### config.mk
export PLATFORM = sky130hd
export DESIGN_NAME = charger_setpoint_regs
export DESIGN_NICKNAME = d
export VERILOG_FILES = /design/src/logic/charger_setpoint_regs.v /design/src/logic/event_flag_bank.v /design/src/logic/serial_host_port.v
export VERILOG_INCLUDE_DIRS = /design/src /design/src/logic
export SDC_FILE = /design/constraint.sdc
export NUM_CORES = 1
export LEC_CHECK = 0
export BUFFER_PORTS_ARGS = -buffer_cell sky130_fd_sc_hd__buf_2
export CORE_MARGIN = 4
export CORE_UTILIZATION = 60
export DETAILED_ROUTE_END_ITERATION = 8
export GPL_TIMING_DRIVEN = 0
export PLACE_DENSITY = 0.79
export SLEW_MARGIN = 20
export SYNTH_ARGS = -nofsm -noshare
export SYNTH_HDL_FRONTEND = slang
export SYNTH_SLANG_ARGS = --single-unit
### constraint.sdc
create_clock -name sys_clk -period 5 [get_ports sys_clk]
set_input_delay 0.5 -clock sys_clk [delete_from_list [all_inputs] [get_ports sys_clk]]
set_output_delay 0.5 -clock sys_clk [all_outputs]
set_load 0.1 [all_outputs]
### src/logic/charger_regs_defs.vh
`ifndef CHARGER_REGS_DEFS_VH
`define CHARGER_REGS_DEFS_VH

// Register offsets on the serial host port.
`define ADDR_EVENT_FLAGS       8'h03
`define ADDR_FAULT_EVENT_MASK  8'h0A
`define ADDR_BATT_REG_VOLTAGE  8'h12
`define ADDR_FAST_CHARGE_CUR   8'h13
`define ADDR_PRECHARGE_CUR     8'h14

// Reset values.
`define RST_FAULT_EVENT_MASK   8'h00
`define RST_BATT_REG_VOLTAGE   8'h3C
`define RST_FAST_CHARGE_CUR    8'h36
`define RST_PRECHARGE_CUR      8'h07
`define RST_EVENT_FLAGS        8'h00

// Event bit positions, shared by the mask and the flag register.
`define BIT_WATCHDOG           6
`define BIT_SAFETY_TIMER       5
`define BIT_REG_OVERCURRENT    4
`define BIT_BUTTON_WAKE_ONE    2
`define BIT_BUTTON_WAKE_TWO    1
`define BIT_BUTTON_RESET_WARN  0
`define EVENT_BIT_MASK         8'h77

// Field positions.
`define BIT_CURRENT_STEP_RANGE 7
`define REG_CODE_MSB           6
`define PRECHARGE_CODE_MSB     4

// Highest regulation code: 3.6 V + 100 x 10 mV = 4.6 V.
`define REG_CODE_MAX           7'h64

// Serial bus device address; the value is arbitrary.
`define HOST_DEV_ADDR          7'h2A

`endif

### src/logic/charger_setpoint_regs.v
// Overview of operation
// - Fault mask bit 6 set to 1 masks the watchdog expiry interrupt.
// - Fault mask bit 5 set to 1 masks the safety timer expiry interrupt.
// - Fault mask bit 4 set to 1 masks the regulator over-current interrupt.
// - Fault mask bit 2 set to 1 masks the first button wake timer interrupt.
// - Fault mask bit 1 set to 1 masks the second button wake timer interrupt.
// - Fault mask bit 0 set to 1 masks the button reset warning interrupt.
// - Fault mask resets to zero; reserved bits 7 and 3 read and write.
// - Regulation code in bits 6..0 sets 3.6 V plus code times 10 mV.
// - Codes above 4.6 V saturate to the 4.6 V setting.
// - Regulation code resets to 0x3C (4.2 V); reserved bit 7 resets 0, writable.
// - Fast-charge current is code times 1.25 mA with range bit 0.
// - Fast-charge current is code times 2.5 mA with range bit 1.
// - Fast-charge code resets to 0x36, 67.5 mA at default range.
// - Pre-charge bit 7 picks 1.25 mA or 2.5 mA steps; resets to 0.
// - Pre-charge code in bits 4..0 scales by the selected step.
// - Pre-charge code resets to 7; reserved bits 6..5 reset 0, writable.
// - Each event sets a sticky flag, cleared when software reads it.
`timescale 1ns/100ps
`include "charger_regs_defs.vh"

module charger_setpoint_regs #(
  parameter [6:0] DEV_ADDR = `HOST_DEV_ADDR
) (
  input  wire       sys_clk,
  input  wire       resetn,
  input  wire       ce,
  input  wire       scl_in,
  input  wire       sda_in,
  output wire       sda_out,
  output wire       sda_oe,
  input  wire       watchdog_expiry_event,
  input  wire       safety_timer_expiry_event,
  input  wire       regulator_overcurrent_event,
  input  wire       button_wake_one_expiry,
  input  wire       button_wake_two_expiry,
  input  wire       button_reset_warning_expiry,
  output reg        event_irq_q,
  output reg  [6:0] regulation_voltage_target_q,
  output reg  [8:0] fast_charge_units_q,
  output reg  [5:0] precharge_units_q,
  output reg        current_step_range_bit_q
);

  // Register storage.
  reg  [7:0] fault_event_mask_q;
  reg  [7:0] battery_regulation_voltage_q;
  reg  [7:0] fast_charge_current_q;
  reg  [7:0] precharge_current_and_range_q;

  // Host port signals.
  wire [7:0] reg_addr;
  wire       wr_strobe;
  wire [7:0] wr_data;
  wire       rd_strobe;
  reg  [7:0] rd_data;

  // Event collection.
  wire [7:0] event_vec;
  wire [7:0] flags;
  wire       flag_clear;

  // Named mask bits, used by the interrupt gate below.
  wire       watchdog_event_mask_bit;
  wire       safety_timer_event_mask_bit;
  wire       regulator_overcurrent_mask_bit;
  wire       button_wake_one_mask_bit;
  wire       button_wake_two_mask_bit;
  wire       button_reset_warning_mask_bit;
  wire [7:0] mask_vec;

  // Field views of the setpoint registers.
  wire [6:0] regulation_code;
  wire [7:0] fast_charge_code;
  wire [4:0] precharge_code;
  wire       current_step_range_bit;
  wire [6:0] write_reg_code;

  serial_host_port #(
    .DEV_ADDR (DEV_ADDR)
  ) u_host_port (
    .sys_clk     (sys_clk),
    .resetn      (resetn),
    .ce          (ce),
    .scl_in      (scl_in),
    .sda_in      (sda_in),
    .sda_out     (sda_out),
    .sda_oe_q    (sda_oe),
    .reg_addr_q  (reg_addr),
    .wr_strobe_q (wr_strobe),
    .wr_data_q   (wr_data),
    .rd_strobe   (rd_strobe),
    .rd_data     (rd_data)
  );

  // Events land at the same bit positions as their mask bits.
  assign event_vec[`BIT_WATCHDOG]          = watchdog_expiry_event;
  assign event_vec[`BIT_SAFETY_TIMER]      = safety_timer_expiry_event;
  assign event_vec[`BIT_REG_OVERCURRENT]   = regulator_overcurrent_event;
  assign event_vec[`BIT_BUTTON_WAKE_ONE]   = button_wake_one_expiry;
  assign event_vec[`BIT_BUTTON_WAKE_TWO]   = button_wake_two_expiry;
  assign event_vec[`BIT_BUTTON_RESET_WARN] = button_reset_warning_expiry;
  assign event_vec[7]                      = 1'b0;
  assign event_vec[3]                      = 1'b0;

  // Flags clear on the byte fetch of a read, not on the pointer write.
  assign flag_clear = rd_strobe & (reg_addr == `ADDR_EVENT_FLAGS);

  event_flag_bank #(
    .WIDTH (8)
  ) u_flags (
    .sys_clk  (sys_clk),
    .resetn   (resetn),
    .ce       (ce),
    .event_in (event_vec),
    .clear    (flag_clear),
    .flags_q  (flags)
  );

  // Mask bit picks.
  assign watchdog_event_mask_bit        = fault_event_mask_q[`BIT_WATCHDOG];
  assign safety_timer_event_mask_bit    = fault_event_mask_q[`BIT_SAFETY_TIMER];
  assign regulator_overcurrent_mask_bit = fault_event_mask_q[`BIT_REG_OVERCURRENT];
  assign button_wake_one_mask_bit       = fault_event_mask_q[`BIT_BUTTON_WAKE_ONE];
  assign button_wake_two_mask_bit       = fault_event_mask_q[`BIT_BUTTON_WAKE_TWO];
  assign button_reset_warning_mask_bit  = fault_event_mask_q[`BIT_BUTTON_RESET_WARN];

  // Reserved mask bits 7 and 3 store values but gate no event.
  assign mask_vec[`BIT_WATCHDOG]          = watchdog_event_mask_bit;
  assign mask_vec[`BIT_SAFETY_TIMER]      = safety_timer_event_mask_bit;
  assign mask_vec[`BIT_REG_OVERCURRENT]   = regulator_overcurrent_mask_bit;
  assign mask_vec[`BIT_BUTTON_WAKE_ONE]   = button_wake_one_mask_bit;
  assign mask_vec[`BIT_BUTTON_WAKE_TWO]   = button_wake_two_mask_bit;
  assign mask_vec[`BIT_BUTTON_RESET_WARN] = button_reset_warning_mask_bit;
  assign mask_vec[7]                      = 1'b1;
  assign mask_vec[3]                      = 1'b1;

  // Field views.
  assign regulation_code        = battery_regulation_voltage_q[`REG_CODE_MSB:0];
  assign fast_charge_code       = fast_charge_current_q;
  assign precharge_code         = precharge_current_and_range_q[`PRECHARGE_CODE_MSB:0];
  assign current_step_range_bit = precharge_current_and_range_q[`BIT_CURRENT_STEP_RANGE];

  // Saturation is applied at write time so readback shows the code in force.
  assign write_reg_code = (wr_data[6:0] > `REG_CODE_MAX) ? `REG_CODE_MAX : wr_data[6:0];

  // Register writes; every bit, reserved ones included, is writable.
  always @(posedge sys_clk or negedge resetn) begin
    if (!resetn) begin
      fault_event_mask_q            <= `RST_FAULT_EVENT_MASK;
      battery_regulation_voltage_q  <= `RST_BATT_REG_VOLTAGE;
      fast_charge_current_q         <= `RST_FAST_CHARGE_CUR;
      precharge_current_and_range_q <= `RST_PRECHARGE_CUR;
    end else if (ce && wr_strobe) begin
      case (reg_addr)
        `ADDR_FAULT_EVENT_MASK: begin
          fault_event_mask_q <= wr_data;
        end
        `ADDR_BATT_REG_VOLTAGE: begin
          battery_regulation_voltage_q <= {wr_data[7], write_reg_code};
        end
        `ADDR_FAST_CHARGE_CUR: begin
          fast_charge_current_q <= wr_data;
        end
        `ADDR_PRECHARGE_CUR: begin
          precharge_current_and_range_q <= wr_data;
        end
        default: begin
          fast_charge_current_q <= fast_charge_current_q;
        end
      endcase
    end
  end

  // Read multiplexer; unmapped offsets read as zero.
  always @* begin
    case (reg_addr)
      `ADDR_EVENT_FLAGS:      rd_data = flags & `EVENT_BIT_MASK;
      `ADDR_FAULT_EVENT_MASK: rd_data = fault_event_mask_q;
      `ADDR_BATT_REG_VOLTAGE: rd_data = battery_regulation_voltage_q;
      `ADDR_FAST_CHARGE_CUR:  rd_data = fast_charge_current_q;
      `ADDR_PRECHARGE_CUR:    rd_data = precharge_current_and_range_q;
      default:                rd_data = 8'h00;
    endcase
  end

  // Analog setpoints in step units: regulation in 10 mV above 3.6 V,
  // currents in 1.25 mA units, doubled when the range bit selects 2.5 mA.
  always @(posedge sys_clk or negedge resetn) begin
    if (!resetn) begin
      regulation_voltage_target_q <= 7'h3C;
      fast_charge_units_q         <= 9'h036;
      precharge_units_q           <= 6'h07;
      current_step_range_bit_q    <= 1'b0;
      event_irq_q                 <= 1'b0;
    end else if (ce) begin
      regulation_voltage_target_q <= regulation_code;
      current_step_range_bit_q    <= current_step_range_bit;
      if (current_step_range_bit) begin
        fast_charge_units_q <= {fast_charge_code, 1'b0};
        precharge_units_q   <= {precharge_code, 1'b0};
      end else begin
        fast_charge_units_q <= {1'b0, fast_charge_code};
        precharge_units_q   <= {1'b0, precharge_code};
      end
      // A masked flag waits; clearing its mask raises the line if still set.
      event_irq_q <= |(flags & ~mask_vec);
    end
  end

endmodule

### src/logic/event_flag_bank.v
`timescale 1ns/100ps
`include "charger_regs_defs.vh"

// Sticky event flags, cleared as a group when software reads them.
module event_flag_bank #(
  parameter WIDTH = 8
) (
  input  wire             sys_clk,
  input  wire             resetn,
  input  wire             ce,
  input  wire [WIDTH-1:0] event_in,
  input  wire             clear,
  output reg  [WIDTH-1:0] flags_q
);

  // A new event in the clearing cycle survives, so no event is lost.
  always @(posedge sys_clk or negedge resetn) begin
    if (!resetn) begin
      flags_q <= {WIDTH{1'b0}};
    end else if (ce) begin
      flags_q <= (clear ? {WIDTH{1'b0}} : flags_q) | event_in;
    end
  end

endmodule

### src/logic/serial_host_port.v
`timescale 1ns/100ps
`include "charger_regs_defs.vh"

// Two-wire serial target: pointer write, data write and read, auto increment.
module serial_host_port #(
  parameter [6:0] DEV_ADDR = `HOST_DEV_ADDR
) (
  input  wire       sys_clk,
  input  wire       resetn,
  input  wire       ce,
  input  wire       scl_in,
  input  wire       sda_in,
  output wire       sda_out,
  output reg        sda_oe_q,
  output reg  [7:0] reg_addr_q,
  output reg        wr_strobe_q,
  output reg  [7:0] wr_data_q,
  output wire       rd_strobe,
  input  wire [7:0] rd_data
);

  localparam [6:0] ST_IDLE  = 7'h01;
  localparam [6:0] ST_ADDR  = 7'h02;
  localparam [6:0] ST_ACK_A = 7'h04;
  localparam [6:0] ST_WRITE = 7'h08;
  localparam [6:0] ST_ACK_W = 7'h10;
  localparam [6:0] ST_READ  = 7'h20;
  localparam [6:0] ST_ACK_R = 7'h40;

  reg  [6:0] state_q;
  reg        scl_q;
  reg        sda_q;
  reg  [2:0] bit_cnt_q;
  reg        byte_done_q;
  reg  [7:0] shift_q;
  reg        read_dir_q;
  reg        ptr_phase_q;
  reg        nack_q;
  wire       scl_rise;
  wire       scl_fall;
  wire       start_seen;
  wire       stop_seen;

  // The line is open drain, so the only level ever driven is low.
  assign sda_out    = 1'b0;
  assign scl_rise   = scl_in & ~scl_q;
  assign scl_fall   = ~scl_in & scl_q;
  assign start_seen = scl_in & scl_q & sda_q & ~sda_in;
  assign stop_seen  = scl_in & scl_q & ~sda_q & sda_in;

  // A byte is fetched when a read begins and after each acknowledged read byte.
  assign rd_strobe = ce & scl_fall & ~start_seen & ~stop_seen &
                     ((state_q == ST_ACK_A && read_dir_q) ||
                      (state_q == ST_ACK_R && !nack_q));

  // Bus sequencer.
  always @(posedge sys_clk or negedge resetn) begin
    if (!resetn) begin
      state_q     <= ST_IDLE;
      scl_q       <= 1'b1;
      sda_q       <= 1'b1;
      bit_cnt_q   <= 3'h0;
      byte_done_q <= 1'b0;
      shift_q     <= 8'h00;
      read_dir_q  <= 1'b0;
      ptr_phase_q <= 1'b0;
      nack_q      <= 1'b0;
      sda_oe_q    <= 1'b0;
      reg_addr_q  <= 8'h00;
      wr_strobe_q <= 1'b0;
      wr_data_q   <= 8'h00;
    end else if (ce) begin
      scl_q       <= scl_in;
      sda_q       <= sda_in;
      wr_strobe_q <= 1'b0;
      // The pointer steps while the strobe stands, so the store still sees the byte's own offset.
      if (wr_strobe_q) begin
        reg_addr_q <= reg_addr_q + 8'h01;
      end
      if (start_seen) begin
        state_q     <= ST_ADDR;
        bit_cnt_q   <= 3'h0;
        byte_done_q <= 1'b0;
        sda_oe_q    <= 1'b0;
      end else if (stop_seen) begin
        state_q  <= ST_IDLE;
        sda_oe_q <= 1'b0;
      end else begin
        case (state_q)
          ST_IDLE: begin
            sda_oe_q <= 1'b0;
          end
          ST_ADDR, ST_WRITE: begin
            if (scl_rise) begin
              shift_q     <= {shift_q[6:0], sda_in};
              bit_cnt_q   <= bit_cnt_q + 3'h1;
              byte_done_q <= (bit_cnt_q == 3'h7);
            end else if (scl_fall && byte_done_q) begin
              byte_done_q <= 1'b0;
              if (state_q == ST_ADDR) begin
                if (shift_q[7:1] == DEV_ADDR) begin
                  read_dir_q  <= shift_q[0];
                  ptr_phase_q <= ~shift_q[0];
                  sda_oe_q    <= 1'b1;
                  state_q     <= ST_ACK_A;
                end else begin
                  state_q <= ST_IDLE;
                end
              end else begin
                if (ptr_phase_q) begin
                  reg_addr_q  <= shift_q;
                  ptr_phase_q <= 1'b0;
                end else begin
                  wr_strobe_q <= 1'b1;
                  wr_data_q   <= shift_q;
                end
                sda_oe_q <= 1'b1;
                state_q  <= ST_ACK_W;
              end
            end
          end
          ST_ACK_W: begin
            if (scl_fall) begin
              sda_oe_q <= 1'b0;
              state_q  <= ST_WRITE;
            end
          end
          ST_ACK_A, ST_ACK_R: begin
            if (scl_rise) begin
              nack_q <= (state_q == ST_ACK_R) & sda_in;
            end else if (scl_fall) begin
              if (rd_strobe) begin
                shift_q    <= rd_data;
                sda_oe_q   <= ~rd_data[7];
                reg_addr_q <= reg_addr_q + 8'h01;
                bit_cnt_q  <= 3'h0;
                state_q    <= ST_READ;
              end else if (state_q == ST_ACK_A) begin
                sda_oe_q  <= 1'b0;
                bit_cnt_q <= 3'h0;
                state_q   <= ST_WRITE;
              end else begin
                sda_oe_q <= 1'b0;
                state_q  <= ST_IDLE;
              end
            end
          end
          ST_READ: begin
            if (scl_rise) begin
              bit_cnt_q   <= bit_cnt_q + 3'h1;
              byte_done_q <= (bit_cnt_q == 3'h7);
            end else if (scl_fall) begin
              if (byte_done_q) begin
                byte_done_q <= 1'b0;
                sda_oe_q    <= 1'b0;
                state_q     <= ST_ACK_R;
              end else begin
                shift_q  <= {shift_q[6:0], 1'b0};
                sda_oe_q <= ~shift_q[6];
              end
            end
          end
          default: begin
            state_q  <= ST_IDLE;
            sda_oe_q <= 1'b0;
          end
        endcase
      end
    end
  end

endmodule
==> results of run 1 <==
worst register-to-register path, cell delays in order (launching register included):
cell,delay [ns]
dfstp_2,0.56
inv_1,0.05
ha_1,0.21
clkbuf_1,0.26
nor2b_1,0.24
nand2_1,0.12
nor3_1,0.46
nand2_1,0.43
mux2_2,0.40
report_power, final:
group	switching, mW	total [mW]	leakage (nW)	internal, mW
Combinational	0.307	0.446	1.45	0.139
Clock	0.313	0.603	0.110	0.290
Sequential	0.0667	0.959	1.29	0.892
layout by cell type (no fill, tap or decap), types with 8 or more instances in the layout:
cell       n
mux2i_1   16
mux2_2    44
inv_1     22
o21ai_0   34
dfstp_2   25
clkbuf_8   9
nor2_1    40
nand4_1   10
clkbuf_1  28
dfrtp_1   79
a21oi_1   31
buf_2     39
and3_1     8
nand3_1   21
ha_1       8
a22o_1    14
nand2_1   60
layer usage:
layer | GRT usage [%] | vias up | wire length (µm)
li1 | - | 2213 | -
met1 | 43.0 | 2454 | 6870
met2 | 43.1 | 258 | 7120
met3 | 5.70 | 32 | 1390
met4 | 9.71 | 0 | 357
met5 | 0 | - | 0
stage by stage:
stage / total power, mW / hold WS (ns) / area (µm²) / worst slack (ns)
after floorplan: 1.27 / 0.204 / 5710 / 2.79
after global placement: 1.39 / 0.462 / 6040 / 2.13
after detailed placement: 1.40 / 0.388 / 6070 / 2.13
after CTS: 2.00 / 0.338 / 6310 / 2.18
after global routing: 2.10 / 0.340 / 6310 / 1.86
final: 2.01 / 0.347 / 6310 / 2.16
flip-flops by register name (all words and copies together), names as in the netlist, 3 cells and up:
name,count
battery_regulation_voltage_q,8
fast_charge_code,8
fast_charge_units_q,9
fault_event_mask_q,8
precharge_current_and_range_q,8
precharge_units_q,6
regulation_voltage_target_q,7
u_flags.flags_q,6
u_host_port.bit_cnt_q,3
u_host_port.reg_addr_q,8
u_host_port.shift_q,8
u_host_port.state_q,7
u_host_port.wr_data_q,8
synthesized netlist by cell type (4+ instances only):
cell type | n | area, µm²
o211ai_1 | 4 | 30.0
a22o_1 | 14 | 123
dfstp_2 | 25 | 657
nor2_1 | 40 | 150
xnor2_1 | 4 | 35.0
clkbuf_1 | 27 | 101
inv_1 | 22 | 82.6
and3_1 | 8 | 50.1
nand4_1 | 10 | 62.6
nand3_1 | 21 | 105
buf_2 | 6 | 30.0
nor3_1 | 6 | 30.0
mux2_2 | 44 | 495
a31oi_1 | 6 | 37.5
nand2_1 | 60 | 225
buf_1 | 5 | 18.8
a222oi_1 | 6 | 60.1
mux2i_1 | 16 | 160
a32oi_1 | 5 | 43.8
a21oi_1 | 31 | 155
o31ai_1 | 4 | 30.0
xor2_1 | 5 | 43.8
a22oi_1 | 7 | 52.6
nand3b_1 | 4 | 30.0
o21ai_0 | 34 | 170
dfrtp_1 | 79 | 1980
o22ai_1 | 4 | 25.0
ha_1 | 8 | 100
nor2b_1 | 6 | 37.5
a21o_1 | 7 | 52.6
nor4_1 | 4 | 25.0
cell type report:
class | instances | area (µm²) | share of cell area (%)
tap | 129 | 161 | 2.56
sequential | 104 | 2630 | 41.7
timing repair buffer | 36 | 214 | 3.39
clock buffer | 10 | 128 | 2.02
buffer | 42 | 188 | 2.97
clock inverter | 6 | 101 | 1.61
multi-input combinational | 412 | 2800 | 44.4
inverter | 23 | 86.3 | 1.37
worst paths after layout:
kind	start	slack, ns	endpoint	cells past startpoint
max in group asynchronous	resetn	3.75	battery_regulation_voltage_q[3]	3
min	safety_timer_expiry_event	0.35	u_flags.flags_q[5]	2
max	u_host_port.scl_q	2.16	u_host_port.wr_data_q[1]	8
min reg2reg	battery_regulation_voltage_q[4]	0.48	battery_regulation_voltage_q[4]	2
min in group asynchronous	resetn	0.55	u_host_port.reg_addr_q[3]	2
max reg2reg	u_host_port.scl_q	2.16	u_host_port.wr_data_q[1]	8
timing repair:
action / CTS / global route
hold buffers: 1 / 0
setup endpoints to repair: 0 / 0
hold endpoints to repair: 22 / 0
logic make-up (layout without fill, tap and decap cells):
| family | Yosys count | count (layout) | synth area share [%] |
|---|---|---|---|
| AOI/OAI and AO/OA | 149 | 149 | 17.9 |
| other | 1 | 1 | 0.0657 |
| adders and majority gates | 8 | 8 | 1.75 |
| DFF | 104 | 104 | 46.1 |
| buffers and inverters | 65 | 117 | 4.80 |
| xor gates and xnor gates | 9 | 9 | 1.38 |
| muxes | 60 | 60 | 11.5 |
| and+or+nand+nor | 185 | 185 | 16.5 |
==> impl_metrics.tcl, run 1 <==
set metrics [dict create \
    insertion_delay_ns 0.38 \
    clock_skew_ns 0.0112 \
    synth_cell_types 68 \
    report.final.setup_viol 0 \
    grt_overflow 0 \
    wl_mm 15.7 \
    cts_tree "done" \
    cpMaxStageDelayCell "dfstp_2" \
    cts_sinks 104 \
    grt_pass1_vias 4806 \
    core_um2 9240 \
    path_class "reg -> reg" \
    die_h_um 106 \
    synth_edf_count 0 \
    async_reset_ff_share_pct 100 \
    area_growth_pct 10.6 \
    die_w_um 106 \
    leakage_nw 2.85 \
    cts_root_buf "clkbuf_8" \
    drt-initial-drc-count 454 \
    crit_family "simple AND/OR/NAND/NOR gates" \
    drive_gt1_share_pct 22.0 \
    antenna_left 0 \
    end_kind "flop" \
    grt_max_degree 80 \
    setup_tns_ns 0 \
    wl_per_cell_um 20.7 \
    ioPinCount 37 \
    drv_cap 0 \
    nNetsFinal 647 \
    final.period_utilization_pct 56.9 \
    start_util_pct 61.8 \
    htree_num_levels 3 \
    dp_hpwl_mm 11.4 \
    synth-seq-cells 104 \
    fin_cells 762 \
    p_per_area_nw_per_um2 318 \
    cp_data_required_time_ns 5.27 \
    fillers 720 \
    grt_pass1_wl_mm 25.6 \
    hold_path.class "in -> reg" \
    grt_use_total_pct 29.1 \
    clk_path_buf_depth 2 \
    cts_buffers 9 \
    crit_path_max_incr_delay_ns 0.56 \
    post_cts_buffers 0 \
    antenna_found_initial 0 \
    dp.cells 745 \
    yosysWarnings 0 \
    crit_arrival_ns 3.11 \
    yosysSeqAreaShare_pct 46.1 \
    ys.flop_type "dfrtp_1" \
    cp.buffers_inverters 2 \
    num_rows 35 \
    fmax_ghz 0.352 \
    hold_viol 0 \
    crit_fanout 10 \
    drc_errors 0 \
    path_common_cell "nand2_1" \
    portBuffers 34 \
    die-area_um2 11100 \
    path_cells "inv_1, ha_1, clkbuf_1, nor2b_1, nand2_1, nor3_1, nand2_1, mux2_2" \
    cts-resized-gates 0 \
    worst_slew_pin_slew_ns 0.750 \
    vias 4957 \
    synth.avg_cell_area_um2 9.83 \
    slew_headroom_pct 49.8 \
    syn-instance-count 581 \
    start_kind "flop" \
    period_needed_ns 2.84 \
    synth_nets 600 \
    finalMaxSlewViolations 0 \
    dr.pass1.iters 8 \
    vdd_ir_drop_max_mv 0.289 \
    utilization_pct 68.3 \
    clk_pin_slew_worst_paths_ns 0.10 \
    place_congestion 0.930 \
    diodes 0 \
    vias_per_cell 6.51 \
    rsz0062_at_grt "no" \
    syn_area_um2 5710 \
    status "finished, final reports clean" \
]
No activity file was read; power rests on OpenSTA's default activity.
==> run 2: changes to the inputs <==
--- a/config.mk
+++ b/config.mk
@@ -8,10 +8,10 @@
 export LEC_CHECK = 0
 export BUFFER_PORTS_ARGS = -buffer_cell sky130_fd_sc_hd__buf_2
 export CORE_MARGIN = 4
-export CORE_UTILIZATION = 60
+export CORE_UTILIZATION = 55
 export DETAILED_ROUTE_END_ITERATION = 8
 export GPL_TIMING_DRIVEN = 0
-export PLACE_DENSITY = 0.79
+export PLACE_DENSITY = 0.76
 export SLEW_MARGIN = 20
 export SYNTH_ARGS = -nofsm -noshare
 export SYNTH_HDL_FRONTEND = slang
==> constraint.sdc (replaced) <==
create_clock -name sys_clk -period 2.35 [get_ports sys_clk]
set_input_delay 0.235 -clock sys_clk [delete_from_list [all_inputs] [get_ports sys_clk]]
set_output_delay 0.235 -clock sys_clk [all_outputs]
set_load 0.1 [all_outputs]
==> impl_metrics.tcl, run 2 (synthesis results as in run 1) <==
set metrics [dict create \
    crit_arrival_ns 2.68 \
    end_kind "flop" \
    dr.pass1.iters 7 \
    fmax_ghz 0.422 \
    ioPinCount 37 \
    power_frac_comb_pct 24.5 \
    crit_fanout 6 \
    drt-met1-wl_mm 7.17 \
    fin_cells 782 \
    path_common_cell "buf_6" \
    period_needed_ns 2.37 \
    sw_frac_of_total_pct 35.9 \
    drt-initial-drc-count 550 \
    path_class "reg -> reg" \
    hold_path.class "in -> reg" \
    vias 5065 \
    hold_viol 0 \
    cts_sinks 104 \
    dr_wl_met3_mm 1.45 \
    path_cells "buf_6, or4_4, or3_4, o22a_1, o311ai_4, buf_6, a221oi_2, a21oi_1" \
    area_growth_pct 17.1 \
    clk_path_buf_depth 2 \
    status "complete, but fails checks" \
    fin_ws_ns -0.0181 \
    num_rows 36 \
    wl_per_cell_um 21.5 \
    vias_per_cell 6.48 \
    utilization_pct 67.2 \
    die-area_um2 12100 \
    wl_mm 16.8 \
    drv_cap 0 \
    cts_tree "done" \
    nNetsFinal 663 \
    leakage_nw 3.00 \
    highest_layer "met4" \
    final.period_utilization_pct 101 \
    whs_ns 0.0864 \
    antenna_left 0 \
    rsz0062_at_grt "yes" \
    cp_data_required_time_ns 2.66 \
    diodes 0 \
    report.final.setup_viol 2 \
    die_h_um 110 \
    final_common_cell "dfrtp_1" \
    clk_pin_slew_worst_paths_ns 0.11 \
    pre_cts_ws_ns -0.402 \
    fillers 815 \
    start_kind "flop" \
    cts_buffers 9 \
    grt_overflow 0 \
    cts_root_buf "clkbuf_8" \
    drive_gt1_share_pct 31.4 \
    largest_reg_flops 9 \
    seq_area_um2 2640 \
    clock_skew_ns 0.0114 \
    drc_errors 0 \
    grt_use_total_pct 29.1 \
    cp.buffers_inverters 2 \
    multi_input_area_um2 3020 \
    antenna_found_initial 0 \
    layout_common_cells "dfrtp_1, nand2_1, mux2_2" \
    power.switching_mw 1.52 \
    place_congestion 0.940 \
    portBuffers 34 \
    vdd_ir_drop_max_mv 0.485 \
    core_um2 9950 \
    p_per_area_nw_per_um2 631 \
    dp.cells 749 \
    regMostFlops "fast_charge_units_q" \
    grt_pass1_vias 4915 \
    dp_hpwl_mm 11.7 \
    start_util_pct 57.4 \
    met2_length_mm 7.82 \
    finalMaxSlewViolations 0 \
    crit_family "simple AND/OR/NAND/NOR gates" \
    die_w_um 110 \
    clkPwrFrac_pct 26.9 \
    violations "negative setup slack" \
    htree_num_levels 3 \
    p_int_mw 2.70 \
    seqPwrFrac_pct 48.6 \
    grt_pass1_wl_mm 26.8 \
    slew_headroom_pct 51.3 \
    crit_path_max_incr_delay_ns 0.52 \
    insertion_delay_ns 0.38 \
    worst_slew_pin_slew_ns 0.730 \
    cpMaxStageDelayCell "or4_4" \
    grt_max_degree 81 \
]
## run 2: changes by cell type in the layout (fill, tap and decap cells not counted), moves of 4 or more
cell,change
clkbuf_4,+4
o21ai_1,+6
nand2_1,-5
o21ai_0,-7
buf_4,+19
clkbuf_1,-12
nand2_2,+5
## run 2: worst paths after layout
| path | from | slack, ns | end | depth (start not counted) |
|---|---|---|---|---|
| max in group asynchronous | resetn | 1.37 | regulation_voltage_target_q[3] | 3 |
| hold / removal | button_reset_warning_expiry | 0.09 | u_flags.flags_q[0] | 2 |
| setup reg to reg | u_host_port.state_q[6] | -0.02 | u_host_port.shift_q[5] | 8 |
| hold reg to reg | battery_regulation_voltage_q[4] | 0.48 | battery_regulation_voltage_q[4] | 2 |
| setup / recovery | u_host_port.state_q[6] | -0.02 | u_host_port.shift_q[5] | 8 |
| min in group asynchronous | resetn | 0.27 | u_host_port.reg_addr_q[2] | 2 |
## run 2: layout make-up
class	count	area share [%]
plain buffers	35	2.83
clock buffers	11	2.26
clock inverters	5	0.711
inverters	23	1.29
multi-input cells	412	45.1
flip-flops and latches	104	39.4
well taps	133	2.49
repair buffers	59	5.86
## run 2: what timing repair did
action | 4_1_cts | 5_1_grt
setup buffers | 14 | 7
gates cloned | 0 | 2
resized for setup | 35 | 41
endpoints found under the setup margin | 68 | 65
hold endpoints to repair | 24 | 0
pin swaps | 7 | 10
hold buffers | 1 | 0
## run 2: metrics by stage
stage          cell area (µm²)  TNS [ns]  total power, mW
4_1_cts                   6510   -0.0578             4.17
5_1_grt                   6690    -0.319             4.42
2_1_floorplan             5710         0             2.71
3_5_place_dp              6080    -14.17             2.99
6_report                  6690   -0.0267             4.22
3_3_place_gp              6050    -19.15             2.97
## run 2: power by group through the flow
stage / Clock (mW) / Combinational (mW) / Sequential, mW
floorplan: 0 / 0.601 / 2.11
global placement: 0 / 0.911 / 2.06
detailed placement: 0 / 0.932 / 2.06
CTS: 1.16 / 0.976 / 2.04
global route: 1.23 / 1.13 / 2.06
finish: 1.13 / 1.03 / 2.05
## run 2: layer usage
| metal | track usage [%] | up-vias |
|---|---|---|
| met3 | 5.87 | 36 |
| li1 | - | 2253 |
| met4 | 8.10 | 0 |
| met5 | 0 | - |
| met2 | 44.0 | 264 |
| met1 | 42.7 | 2512 |
==> run 3: changes to the inputs <==
--- a/config.mk
+++ b/config.mk
@@ -11,7 +11,7 @@
 export CORE_UTILIZATION = 55
 export DETAILED_ROUTE_END_ITERATION = 8
 export GPL_TIMING_DRIVEN = 0
-export PLACE_DENSITY = 0.76
+export PLACE_DENSITY = 0.84
 export SLEW_MARGIN = 20
 export SYNTH_ARGS = -nofsm -noshare
 export SYNTH_HDL_FRONTEND = slang
==> impl_metrics.tcl, run 3 (synthesis results as in run 1) <==
set metrics [dict create \
    vdd_ir_drop_max_mv 0.675 \
    drc_errors 0 \
    whs_ns 0.0775 \
    portBuffers 34 \
    drive_gt1_share_pct 32.3 \
    crit_arrival_ns 2.69 \
    end_kind "flop" \
    layout_common_cells "dfrtp_1, nand2_1, mux2_2" \
    total_power_mw 4.21 \
    crit_family "simple AND/OR/NAND/NOR gates" \
    antenna_left 0 \
    final_common_cell "dfrtp_1" \
    regMostFlops "fast_charge_units_q" \
    num_rows 36 \
    antenna_found_initial 0 \
    dp_hpwl_mm 11.0 \
    cpMaxStageDelayCell "or4_4" \
    grt_max_degree 86 \
    path_class "reg -> reg" \
    fin_cells 781 \
    rsz0062_at_grt "yes" \
    ioPinCount 37 \
    clock_skew_ns 0.00805 \
    hold_viol 0 \
    worst_slew_pin_slew_ns 0.698 \
    p_per_area_nw_per_um2 627 \
    drv_cap 0 \
    clk_path_buf_depth 2 \
    die-area_um2 12100 \
    core_um2 9950 \
    final.period_utilization_pct 100 \
    grt_pass1_vias 4948 \
    start_util_pct 57.4 \
    crit_path_max_incr_delay_ns 0.59 \
    path_cells "or4_4, or3_4, o22a_1, o311ai_4, buf_6, buf_6, nand2_1, o21ai_1" \
    dr.pass1.iters 7 \
    leakage_nw 3.02 \
    pre_cts_ws_ns -0.323 \
    cts_buffers 9 \
    area_growth_pct 17.4 \
    status "complete, but fails checks" \
    vias_per_cell 6.50 \
    diodes 0 \
    fmax_ghz 0.424 \
    nNetsFinal 662 \
    clk_pin_slew_worst_paths_ns 0.10 \
    grt_use_total_pct 27.7 \
    wl_per_cell_um 20.4 \
    cp.buffers_inverters 2 \
    htree_num_levels 3 \
    start_kind "flop" \
    report.final.setup_viol 1 \
    die_h_um 110 \
    wl_mm 16.0 \
    violations "negative setup slack" \
    hold_path.class "in -> reg" \
    grt_overflow 0 \
    fin_ws_ns -0.00602 \
    finalMaxSlewViolations 0 \
    grt_pass1_wl_mm 25.6 \
    slew_headroom_pct 53.5 \
    cp_data_required_time_ns 2.68 \
    dp.cells 749 \
    drt-initial-drc-count 538 \
    die_w_um 110 \
    cts_root_buf "clkbuf_8" \
    cts_tree "done" \
    vias 5075 \
    path_common_cell "buf_6" \
    cts_sinks 104 \
    crit_fanout 7 \
    period_needed_ns 2.36 \
    largest_reg_flops 9 \
    insertion_delay_ns 0.40 \
    place_congestion 0.944 \
]
[run 3: cell type report]
class	instances	area, µm²
multi-input combinational	412	3030
fill	754	3250
timing repair buffer	61	422
clock buffer	9	124
buffer	32	169
inverter	23	86.3
tap	133	166
clock inverter	7	65.1
sequential	104	2640
[run 3: layer usage]
layer  vias up  GRT usage [%]  wire length [µm]
met5         -              0                 0
met4         0           10.9               660
met3        67           6.58              1530
met2       308           42.9              7280
met1      2447           37.5              6480
li1       2253              -                 -
[run 3: final timing paths]
kind | startpoint | endpoint | slack [ns] | cells after the start
worst min-delay path | watchdog_expiry_event | u_flags.flags_q[6] | 0.08 | 2
worst min register to register | battery_regulation_voltage_q[3] | battery_regulation_voltage_q[3] | 0.49 | 2
min in group asynchronous | resetn | u_host_port.state_q[3] | 0.24 | 2
max in group asynchronous | resetn | battery_regulation_voltage_q[3] | 1.44 | 3
worst max-delay path | u_host_port.state_q[4] | u_host_port.shift_q[6] | -0.006 | 8
worst max register to register | u_host_port.state_q[4] | u_host_port.shift_q[6] | -0.006 | 8
[run 3: timing repair]
| item | 4_1_cts | 5_1_grt |
|---|---|---|
| pin swaps | 3 | 19 |
| hold buffers | 1 | 0 |
| setup endpoints to repair | 66 | 61 |
| hold endpoints to repair | 19 | 0 |
| gates resized for setup | 23 | 62 |
| buffers inserted | 10 | 14 |
| cloned | 1 | 0 |
[run 3: per-stage QoR]
step / util, % / TNS [ns] / area (µm²)
2_1_floorplan: - / 0 / 5710
3_3_place_gp: 60.7 / -8.95 / 6050
3_5_place_dp: 61.1 / -10.99 / 6080
4_1_cts: 64.6 / -0.0412 / 6430
5_1_grt: 67.3 / -0.528 / 6700
6_report: 67.3 / -0.00602 / 6700
[run 3: worst register-to-register path, delay by kind of cell, from the launching register on]
| kind | cells | cell delay [ns] |
|---|---|---|
| AOI/OAI and AO/OA | 3 | 0.43 |
| buffers and inverters | 2 | 0.30 |
| DFF | 1 | 0.46 |
| and+or+nand+nor | 3 | 1.10 |
[run 3: power breakdown]
part	internal, mW	total (mW)	leakage (nW)	switching (mW)
Sequential	1.90	2.09	1.29	0.185
Clock	0.404	1.09	0.0905	0.687
Combinational	0.355	1.03	1.64	0.674
Total	2.66	4.21	3.02	1.55
